[src/shared/cfg_seq_regs.svh]
`ifndef CFG_SEQ_REGS_SVH
`define CFG_SEQ_REGS_SVH

// Reference clock period
`define CLK_PERIOD_NS      50
// Least low time on the reconfiguration reset, and its count
`define RESET_MIN_NS       320
`define RESET_MIN_CYC \
	((`RESET_MIN_NS + `CLK_PERIOD_NS - 1) / `CLK_PERIOD_NS)
// Least wait from reset release to first data, in tenths of a microsecond
`define FIRST_DATA_TENTH_US 12
`define FIRST_DATA_CYC \
	((`FIRST_DATA_TENTH_US * 100 + `CLK_PERIOD_NS - 1) / `CLK_PERIOD_NS)
// Least user-entry delay after the completion flag
`define USER_MIN_US        25
`define USER_MIN_CYC \
	((`USER_MIN_US * 1000 + `CLK_PERIOD_NS - 1) / `CLK_PERIOD_NS)
// Divider ratios of the generated configuration clock
`define DIV_QUARTER        4
`define DIV_EIGHTH         8
// Bits the leading chain device keeps clocking after its flag
`define LEAD_CHAIN_BITS    1344

`endif

[src/shared/cfg_seq_pkg.sv]
`default_nettype none
package cfg_seq_pkg;

	// Lane count code: lanes = 1 << code
	typedef enum logic [2:0]
	{
		W_X1,
		W_X2,
		W_X4,
		W_X8,
		W_X16,
		W_X32
	} bus_width_t;

	typedef enum logic [2:0]
	{
		ST_HOLD,
		ST_DELAY,
		ST_LOAD,
		ST_DRAIN,
		ST_LEAD,
		ST_USER_WAIT,
		ST_USER
	} seq_state_t;

endpackage
`default_nettype wire

[src/rtl/fpga_config_timing_sequencer.sv]
`include "cfg_seq_regs.svh"
`default_nettype none
module fpga_config_timing_sequencer
#(
	parameter int DATA_W     = 32,
	parameter int LOAD_WORDS = 16
)
(
	input  wire logic                    ref_clk_i,
	input  wire logic                    rst_n_i,
	input  wire logic                    creset_n_i,
	input  wire logic                    active_mode_i,
	input  wire logic                    jtag_mode_i,
	input  wire logic                    eighth_rate_i,
	input  wire logic                    chain_narrow_i,
	input  wire logic                    lead_device_i,
	input  wire cfg_seq_pkg::bus_width_t bus_width_i,
	input  wire logic                    host_clk_i,
	input  wire logic [DATA_W-1:0]       cfg_data_i,
	input  wire logic                    user_entry_instr_i,
	input  wire logic                    word_ready_i,
	output logic                         config_clock_o,
	output logic                         config_complete_flag_o,
	output logic                         user_mode_o,
	output logic                         word_valid_o,
	output logic [DATA_W-1:0]            word_data_o,
	output logic                         buffer_full_o
);
	import cfg_seq_pkg::*;

	seq_state_t        state_ff;
	logic [10:0]       cnt_ff;
	logic [3:0]        low_cnt_ff;
	logic              creset_s1_ff;
	logic              creset_s2_ff;
	logic              host_s1_ff;
	logic              host_s2_ff;
	logic              host_s3_ff;
	logic [DATA_W-1:0] data_s1_ff;
	logic [DATA_W-1:0] data_s2_ff;
	logic              cclk_ff;
	logic [2:0]        div_cnt_ff;
	logic              flag_ff;
	logic              user_mode_ff;
	logic              instr_seen_ff;
	logic              out_valid_ff;
	logic [DATA_W-1:0] out_data_ff;
	logic              skid_valid_ff;
	logic [DATA_W-1:0] skid_data_ff;
	logic              hold_trig;
	logic              eff_eighth;
	logic [2:0]        div_half;
	logic              clk_run;
	logic              div_rise;
	logic              host_rise;
	logic              cclk_rise;
	logic              in_ready;
	logic              push;
	logic [10:0]       lead_target;

	// Pin inputs: two flops before any logic reads them
	always_ff @(posedge ref_clk_i)
	begin
		creset_s1_ff <= creset_n_i;
		creset_s2_ff <= creset_s1_ff;
		host_s1_ff   <= host_clk_i;
		host_s2_ff   <= host_s1_ff;
		host_s3_ff   <= host_s2_ff;
		data_s1_ff   <= cfg_data_i;
		data_s2_ff   <= data_s1_ff;
	end

	// Low-time counter; a glitch shorter than the least pulse is ignored
	always_ff @(posedge ref_clk_i)
	begin
		if (!rst_n_i || creset_s2_ff)
			low_cnt_ff <= 4'h0;
		else if (low_cnt_ff != 4'(`RESET_MIN_CYC))
			low_cnt_ff <= low_cnt_ff + 4'h1;
	end

	assign hold_trig = !creset_s2_ff
		&& (low_cnt_ff == 4'(`RESET_MIN_CYC - 1));

	// Divider select; narrow parallel chains never run at eighth rate
	assign eff_eighth = eighth_rate_i && !chain_narrow_i;
	assign div_half   = eff_eighth ? 3'(`DIV_EIGHTH / 2)
		: 3'(`DIV_QUARTER / 2);
	assign in_ready   = !skid_valid_ff;
	// Clock pauses while the buffer is full, so a flash word is never lost
	assign clk_run    = active_mode_i
		&& (((state_ff == ST_LOAD) && in_ready) || (state_ff == ST_LEAD));
	assign div_rise   = clk_run && !cclk_ff && (div_cnt_ff == div_half - 3'h1);
	assign host_rise  = host_s2_ff && !host_s3_ff;
	assign cclk_rise  = active_mode_i ? div_rise : host_rise;
	assign push       = cclk_rise && (state_ff == ST_LOAD) && in_ready;
	assign lead_target = 11'(`LEAD_CHAIN_BITS) >> bus_width_i;

	// Generated configuration clock for active mode
	always_ff @(posedge ref_clk_i)
	begin
		if (!rst_n_i)
		begin
			cclk_ff    <= 1'b0;
			div_cnt_ff <= 3'h0;
		end
		else if (clk_run)
		begin
			if (div_cnt_ff == div_half - 3'h1)
			begin
				cclk_ff    <= !cclk_ff;
				div_cnt_ff <= 3'h0;
			end
			else
				div_cnt_ff <= div_cnt_ff + 3'h1;
		end
		else if (state_ff != ST_LOAD)
		begin
			cclk_ff    <= 1'b0;
			div_cnt_ff <= 3'h0;
		end
	end

	// Sequencer: hold, first-data wait, load, drain, lead clocks, user delay
	always_ff @(posedge ref_clk_i)
	begin
		if (!rst_n_i)
		begin
			state_ff <= ST_DELAY;
			cnt_ff   <= 11'h000;
		end
		else if (hold_trig)
		begin
			state_ff <= ST_HOLD;
			cnt_ff   <= 11'h000;
		end
		else
		begin
			unique case (state_ff)
				ST_HOLD:
					if (creset_s2_ff)
						state_ff <= ST_DELAY;
				ST_DELAY:
					if (cnt_ff == 11'(`FIRST_DATA_CYC - 1))
					begin
						state_ff <= ST_LOAD;
						cnt_ff   <= 11'h000;
					end
					else
						cnt_ff <= cnt_ff + 11'h001;
				ST_LOAD:
					if (push)
					begin
						if (cnt_ff == 11'(LOAD_WORDS - 1))
						begin
							state_ff <= ST_DRAIN;
							cnt_ff   <= 11'h000;
						end
						else
							cnt_ff <= cnt_ff + 11'h001;
					end
				ST_DRAIN:
					// Flag waits until the receiver has every word
					if (!out_valid_ff && !skid_valid_ff)
						state_ff <= lead_device_i ? ST_LEAD : ST_USER_WAIT;
				ST_LEAD:
					if (cclk_rise)
					begin
						if (cnt_ff == lead_target - 11'h001)
						begin
							state_ff <= ST_USER_WAIT;
							cnt_ff   <= 11'h000;
						end
						else
							cnt_ff <= cnt_ff + 11'h001;
					end
				ST_USER_WAIT:
					if (jtag_mode_i && !instr_seen_ff)
						cnt_ff <= 11'h000;
					else if (cnt_ff == 11'(`USER_MIN_CYC - 1))
						state_ff <= ST_USER;
					else
						cnt_ff <= cnt_ff + 11'h001;
				ST_USER:
					;
			endcase
		end
	end

	// Completion flag and user mode; both drop on a reconfiguration
	always_ff @(posedge ref_clk_i)
	begin
		if (!rst_n_i || hold_trig)
		begin
			flag_ff      <= 1'b0;
			user_mode_ff <= 1'b0;
		end
		else
		begin
			if (state_ff == ST_DRAIN && !out_valid_ff && !skid_valid_ff)
				flag_ff <= 1'b1;
			if (state_ff == ST_USER_WAIT && cnt_ff == 11'(`USER_MIN_CYC - 1)
				&& !(jtag_mode_i && !instr_seen_ff))
				user_mode_ff <= 1'b1;
		end
	end

	// User-entry instruction latch; a set in the clearing cycle wins
	always_ff @(posedge ref_clk_i)
	begin
		if (!rst_n_i)
			instr_seen_ff <= 1'b0;
		else if (user_entry_instr_i && jtag_mode_i)
			instr_seen_ff <= 1'b1;
		else if (hold_trig)
			instr_seen_ff <= 1'b0;
	end

	// Two-entry skid buffer; outputs come straight from its flops
	always_ff @(posedge ref_clk_i)
	begin
		if (!rst_n_i || state_ff == ST_HOLD)
		begin
			out_valid_ff  <= 1'b0;
			skid_valid_ff <= 1'b0;
			out_data_ff   <= '0;
			skid_data_ff  <= '0;
		end
		else if (word_ready_i || !out_valid_ff)
		begin
			if (skid_valid_ff)
			begin
				out_data_ff   <= skid_data_ff;
				out_valid_ff  <= 1'b1;
				skid_valid_ff <= push;
				skid_data_ff  <= data_s2_ff;
			end
			else
			begin
				out_valid_ff <= push;
				out_data_ff  <= push ? data_s2_ff : out_data_ff;
			end
		end
		else if (push)
		begin
			skid_data_ff  <= data_s2_ff;
			skid_valid_ff <= 1'b1;
		end
	end

	assign config_clock_o         = cclk_ff;
	assign config_complete_flag_o = flag_ff;
	assign user_mode_o            = user_mode_ff;
	assign word_valid_o           = out_valid_ff;
	assign word_data_o            = out_data_ff;
	assign buffer_full_o          = skid_valid_ff;

	// Helper counters for the delay and lead-edge checks, saturating
	logic [10:0] since_flag_ff;
	logic [10:0] since_instr_ff;
	logic [10:0] lead_edges_ff;

	always_ff @(posedge ref_clk_i)
	begin
		if (!rst_n_i || !flag_ff)
			since_flag_ff <= 11'h000;
		else if (since_flag_ff != 11'h7FF)
			since_flag_ff <= since_flag_ff + 11'h001;
		if (!rst_n_i || !instr_seen_ff)
			since_instr_ff <= 11'h000;
		else if (since_instr_ff != 11'h7FF)
			since_instr_ff <= since_instr_ff + 11'h001;
		if (!rst_n_i || !flag_ff)
			lead_edges_ff <= 11'h000;
		else if (cclk_rise && lead_edges_ff != 11'h7FF)
			lead_edges_ff <= lead_edges_ff + 11'h001;
	end
endmodule
`default_nettype wire

[config.mk]
export PLATFORM = sky130hd
export DESIGN_NAME = fpga_config_timing_sequencer
export DESIGN_NICKNAME = d
export VERILOG_FILES = /design/src/shared/cfg_seq_pkg.sv /design/src/rtl/fpga_config_timing_sequencer.sv
export VERILOG_INCLUDE_DIRS = /design/src /design/src/shared
export SDC_FILE = /design/constraint.sdc
export NUM_CORES = 1
export LEC_CHECK = 0
export BUFFER_PORTS_ARGS = -buffer_cell sky130_fd_sc_hd__buf_2
export CAP_MARGIN = 30
export CORE_MARGIN = 3
export CORE_UTILIZATION = 40
export CTS_BUF_LIST = sky130_fd_sc_hd__clkbuf_8
export CTS_CLUSTER_DIAMETER = 100
export CTS_CLUSTER_SIZE = 28
export DETAILED_ROUTE_END_ITERATION = 16
export SETUP_SLACK_MARGIN = 0.5
export SLEW_MARGIN = 15
export SYNTH_ARGS = -nofsm -noshare
export SYNTH_HDL_FRONTEND = slang
export SYNTH_SLANG_ARGS = --single-unit
[constraint.sdc]
create_clock -name ref_clk_i -period 2.5 [get_ports ref_clk_i]
set_input_delay 0.25 -clock ref_clk_i [delete_from_list [all_inputs] [get_ports ref_clk_i]]
set_output_delay 0.25 -clock ref_clk_i [all_outputs]
set_load 0.05 [all_outputs]
==> results.cfg <==
[run_status]
status = completed

[clocking]
cts_sinks = 160
clk_latency_ns = 0.45
cts_root_buf = clkbuf_8
htree_levels = 4
cts_made_buffers = 17
cts_tree = built
clk_path_buf_depth = 2
clk_transition_reported_paths_ns = 0.09

[worst_setup_path]
worst-setup-path-type = flop to flop
worst-path-buf-inv = 5
crit_chain = buf_6 -> nor3b_4 -> o21ai_4 -> nor4b_4 -> buf_4 -> nor2_4 -> o22ai_4 -> buf_6 -> buf_6 -> buf_12 -> mux2i_1 -> nor2_1
crit_path_end_kind = flop
start_kind = flop
slowest_stage = dfxtp_4
critPathArrivalTime_ns = 2.55
cpLargestDelayFamily = buffers and inverters
worst-path-max-fanout = 5
critPathMaxStageDelay_ns = 0.35
cp_common_cell = buf_6
required_ns = 2.83

[grt]
use_met1_pct = 21.4
grt_pass1_wl_um = 22900
antenna_found_initial = 0
overflow = 0
use_met3_pct = 4.40
busiest_layer = met2
grt_pass1_vias = 4654
grt_use_met2_pct = 28.8
grt_max_degree = 67
track_usage_pct = 17.4

[power]
leakage_nw = 3.14
swShare_pct = 29.9
switchingPower_w = 0.00173
p_clk_share_pct = 30.9
p_int_w = 0.00405
peakVddDrop_uv = 458
pwr-share-seq_pct = 47.8
cellPowerDensity_nw_per_um2 = 697
comb_power_share_pct = 21.3

[detailed_routing]
drc_errors = 0
drt-initial-drc-count = 194
wl_um = 14600
drt_pass1_iterations = 4
antenna_left = 0
routedWlPerCell_um = 15.8
vias_per_cell = 5.07
vias = 4691

[timing]
fin_tns_setup_ns = 0
timing.final.crit_share_pct = 88.8
worst_slew_pin_slew_ns = 0.528
rsz0062_at_grt = true
slew_headroom_pct = 64.5
finalWorstSetupSlack_ns = 0.281
setup_violations = 0
min_period_ns = 2.22
report.final.slew_viol_count = 0
final_hold_viol_count = 0
skew_ns = 0.0105
fmax_ghz = 0.451

[die]
fp.dieW_um = 129
core_sq_um = 14600
core.rowCount = 44
start_util_pct = 41.2
dieHeight_um = 129
num_io_pins = 83
die_area_sq_um = 16600

[logic_synthesis]
synth_top_area_share_pct = 53.1
synth_largest_area_cell = dfxtp_1
synth_async_sr_flop_share_pct = 0
seq_area_frac_synth_pct = 53.1
netlist_instances = 571
avgSynthCellArea_sq_um = 10.6
synth_edf_count = 0
synth_cell_types = 56
synth_nets = 622
synth_area_sq_um = 6040
yosysWarnings = 0
synth-seq-cells = 160
ys.flop_type = dfxtp_1
synth_area_leaders = dfxtp_1 53%, mux2i_1 11%, a211oi_2 5.8%

[final_layout]
nets = 782
drive_above_1_share_pct = 35.3
syn2layout_area_growth_pct = 37.3
n_antenna_cell = 0
fin_util_pct = 56.6

[placed_design]
gp_congestion = 0.787
dpl.hpwl_um = 8180
dp_slack_ns = 0.119
io_buffers = 82

[hold_path]
worst_hold_path_type = input pin to flop

[flow_run]
drv_cap = 0
[final timing paths]
kind / slack (ns) / from / end / depth (start not counted)
worst max register to register: 0.28 / state_ff[2] / skid_data_ff[21] / 12
worst min register to register: 0.33 / data_s1_ff[15] / data_s2_ff[15] / 0
worst max-delay path: 0.28 / state_ff[2] / skid_data_ff[21] / 12
worst min-delay path: 0.03 / user_entry_instr_i / instr_seen_ff / 3
[sequential cells by signal (all words and copies together), names as in the netlist, 3 cells and up]
signal	count
cnt_ff	11
low_cnt_ff	4
data_s2_ff	32
word_data_o	32
state_ff	3
div_cnt_ff	3
skid_data_ff	32
data_s1_ff	32
[cells by family after synthesis]
kind of cell | count (synthesis) | synth area share, %
AOI/OAI and AO/OA | 97 | 13.6
muxes | 64 | 10.6
adders and majority gates | 5 | 1.04
xor gates and xnor gates | 9 | 1.31
DFF | 160 | 53.1
buffers and inverters | 51 | 4.79
and+or+nand+nor | 185 | 15.6
[Yosys cell counts (2+ instances only)]
master and n:
nor2_1 82, buf_6 5, xnor2_1 7, nand4_1 5, and2_1 5, o21a_1 4, a31oi_1 8, and4_1 4
mux2i_1 64, a21oi_1 19, o21ai_0 10, o21ai_2 2, nor3_1 8, nor3b_1 5, nand2b_1 6, buf_8 3
a21o_1 2, buf_4 5, xor2_1 2, nor2b_1 13, o211ai_1 2, nor4_1 5, o31ai_1 4, nand3b_1 2
dfxtp_1 160, clkbuf_1 17, and3_1 3, buf_2 6, a211oi_1 6, inv_1 15, nand3_1 17, nand2_1 20
a211oi_2 28, ha_1 5
[cell usage in the layout (no fill, tap or decap), drive strengths merged, types with 6 or more instances in the layout]
cell	synthesis	final
a211oi	35	35
dlygate4sd3	0	34
nand2	20	20
nor3b	6	6
dfxtp	160	160
mux2i	64	64
clkbuf	17	24
nor2	82	82
o21ai	13	13
a31oi	8	8
a21oi	20	20
nand3	17	17
buf	19	137
xnor2	7	7
inv	15	21
nor3	9	9
nand2b	6	6
nor2b	14	14
[power groups by stage]
stage               Combinational (W)  Clock (W)  Sequential (W)
detailed placement           0.000815          0         0.00282
global placement             0.000798          0         0.00282
finish                        0.00123    0.00179         0.00276
CTS                           0.00107    0.00184         0.00276
global route                  0.00131    0.00194         0.00278
floorplan                    0.000595          0         0.00282
[worst register-to-register path, cell delays in order (launching register included)]
cell	delay [ns]
dfxtp_4	0.35
buf_6	0.12
nor3b_4	0.25
o21ai_4	0.10
nor4b_4	0.25
buf_4	0.17
nor2_4	0.04
o22ai_4	0.15
buf_6	0.13
buf_6	0.12
buf_12	0.13
mux2i_1	0.22
nor2_1	0.07
[timing repair]
| item | in CTS | in global routing |
|---|---|---|
| hold buffers | 34 | 0 |
| setup buffers | 30 | 2 |
| gates resized for setup | 64 | 29 |
| endpoints found under the hold margin | 34 | 0 |
| pin swaps | 24 | 19 |
| endpoints found under the setup margin | 80 | 79 |
| gates cloned | 9 | 5 |
[layout make-up]
class | instances | area (sq um)
inverters | 15 | 56.3
flip-flops and latches | 160 | 3230
well taps | 184 | 230
repair buffers | 177 | 1610
fillers | 1274 | 6360
clock inverters | 11 | 104
clock buffers | 19 | 262
multi-input cells | 360 | 2800
[metal layers]
layer / wire length, um / up-vias / share of wire, %
li1: - / 2335 / -
met1: 6720 / 2224 / 46
met2: 7030 / 104 / 48
met3: 553 / 28 / 3.8
met4: 314 / 0 / 2.1
met5: 0 / - / 0
[per-stage QoR]
stage | hold slack [ns] | cell area (sq um) | instances | total power, W
floorplan | 0.278 | 6090 | 571 | 0.00341
global placement | 0.310 | 6640 | 816 | 0.00361
detailed placement | 0.312 | 6640 | 816 | 0.00364
CTS | 0.00424 | 8000 | 919 | 0.00567
global route | 0.0223 | 8290 | 926 | 0.00603
finish | 0.0277 | 8290 | 926 | 0.00578
No activity file was read; power rests on OpenSTA's default activity.
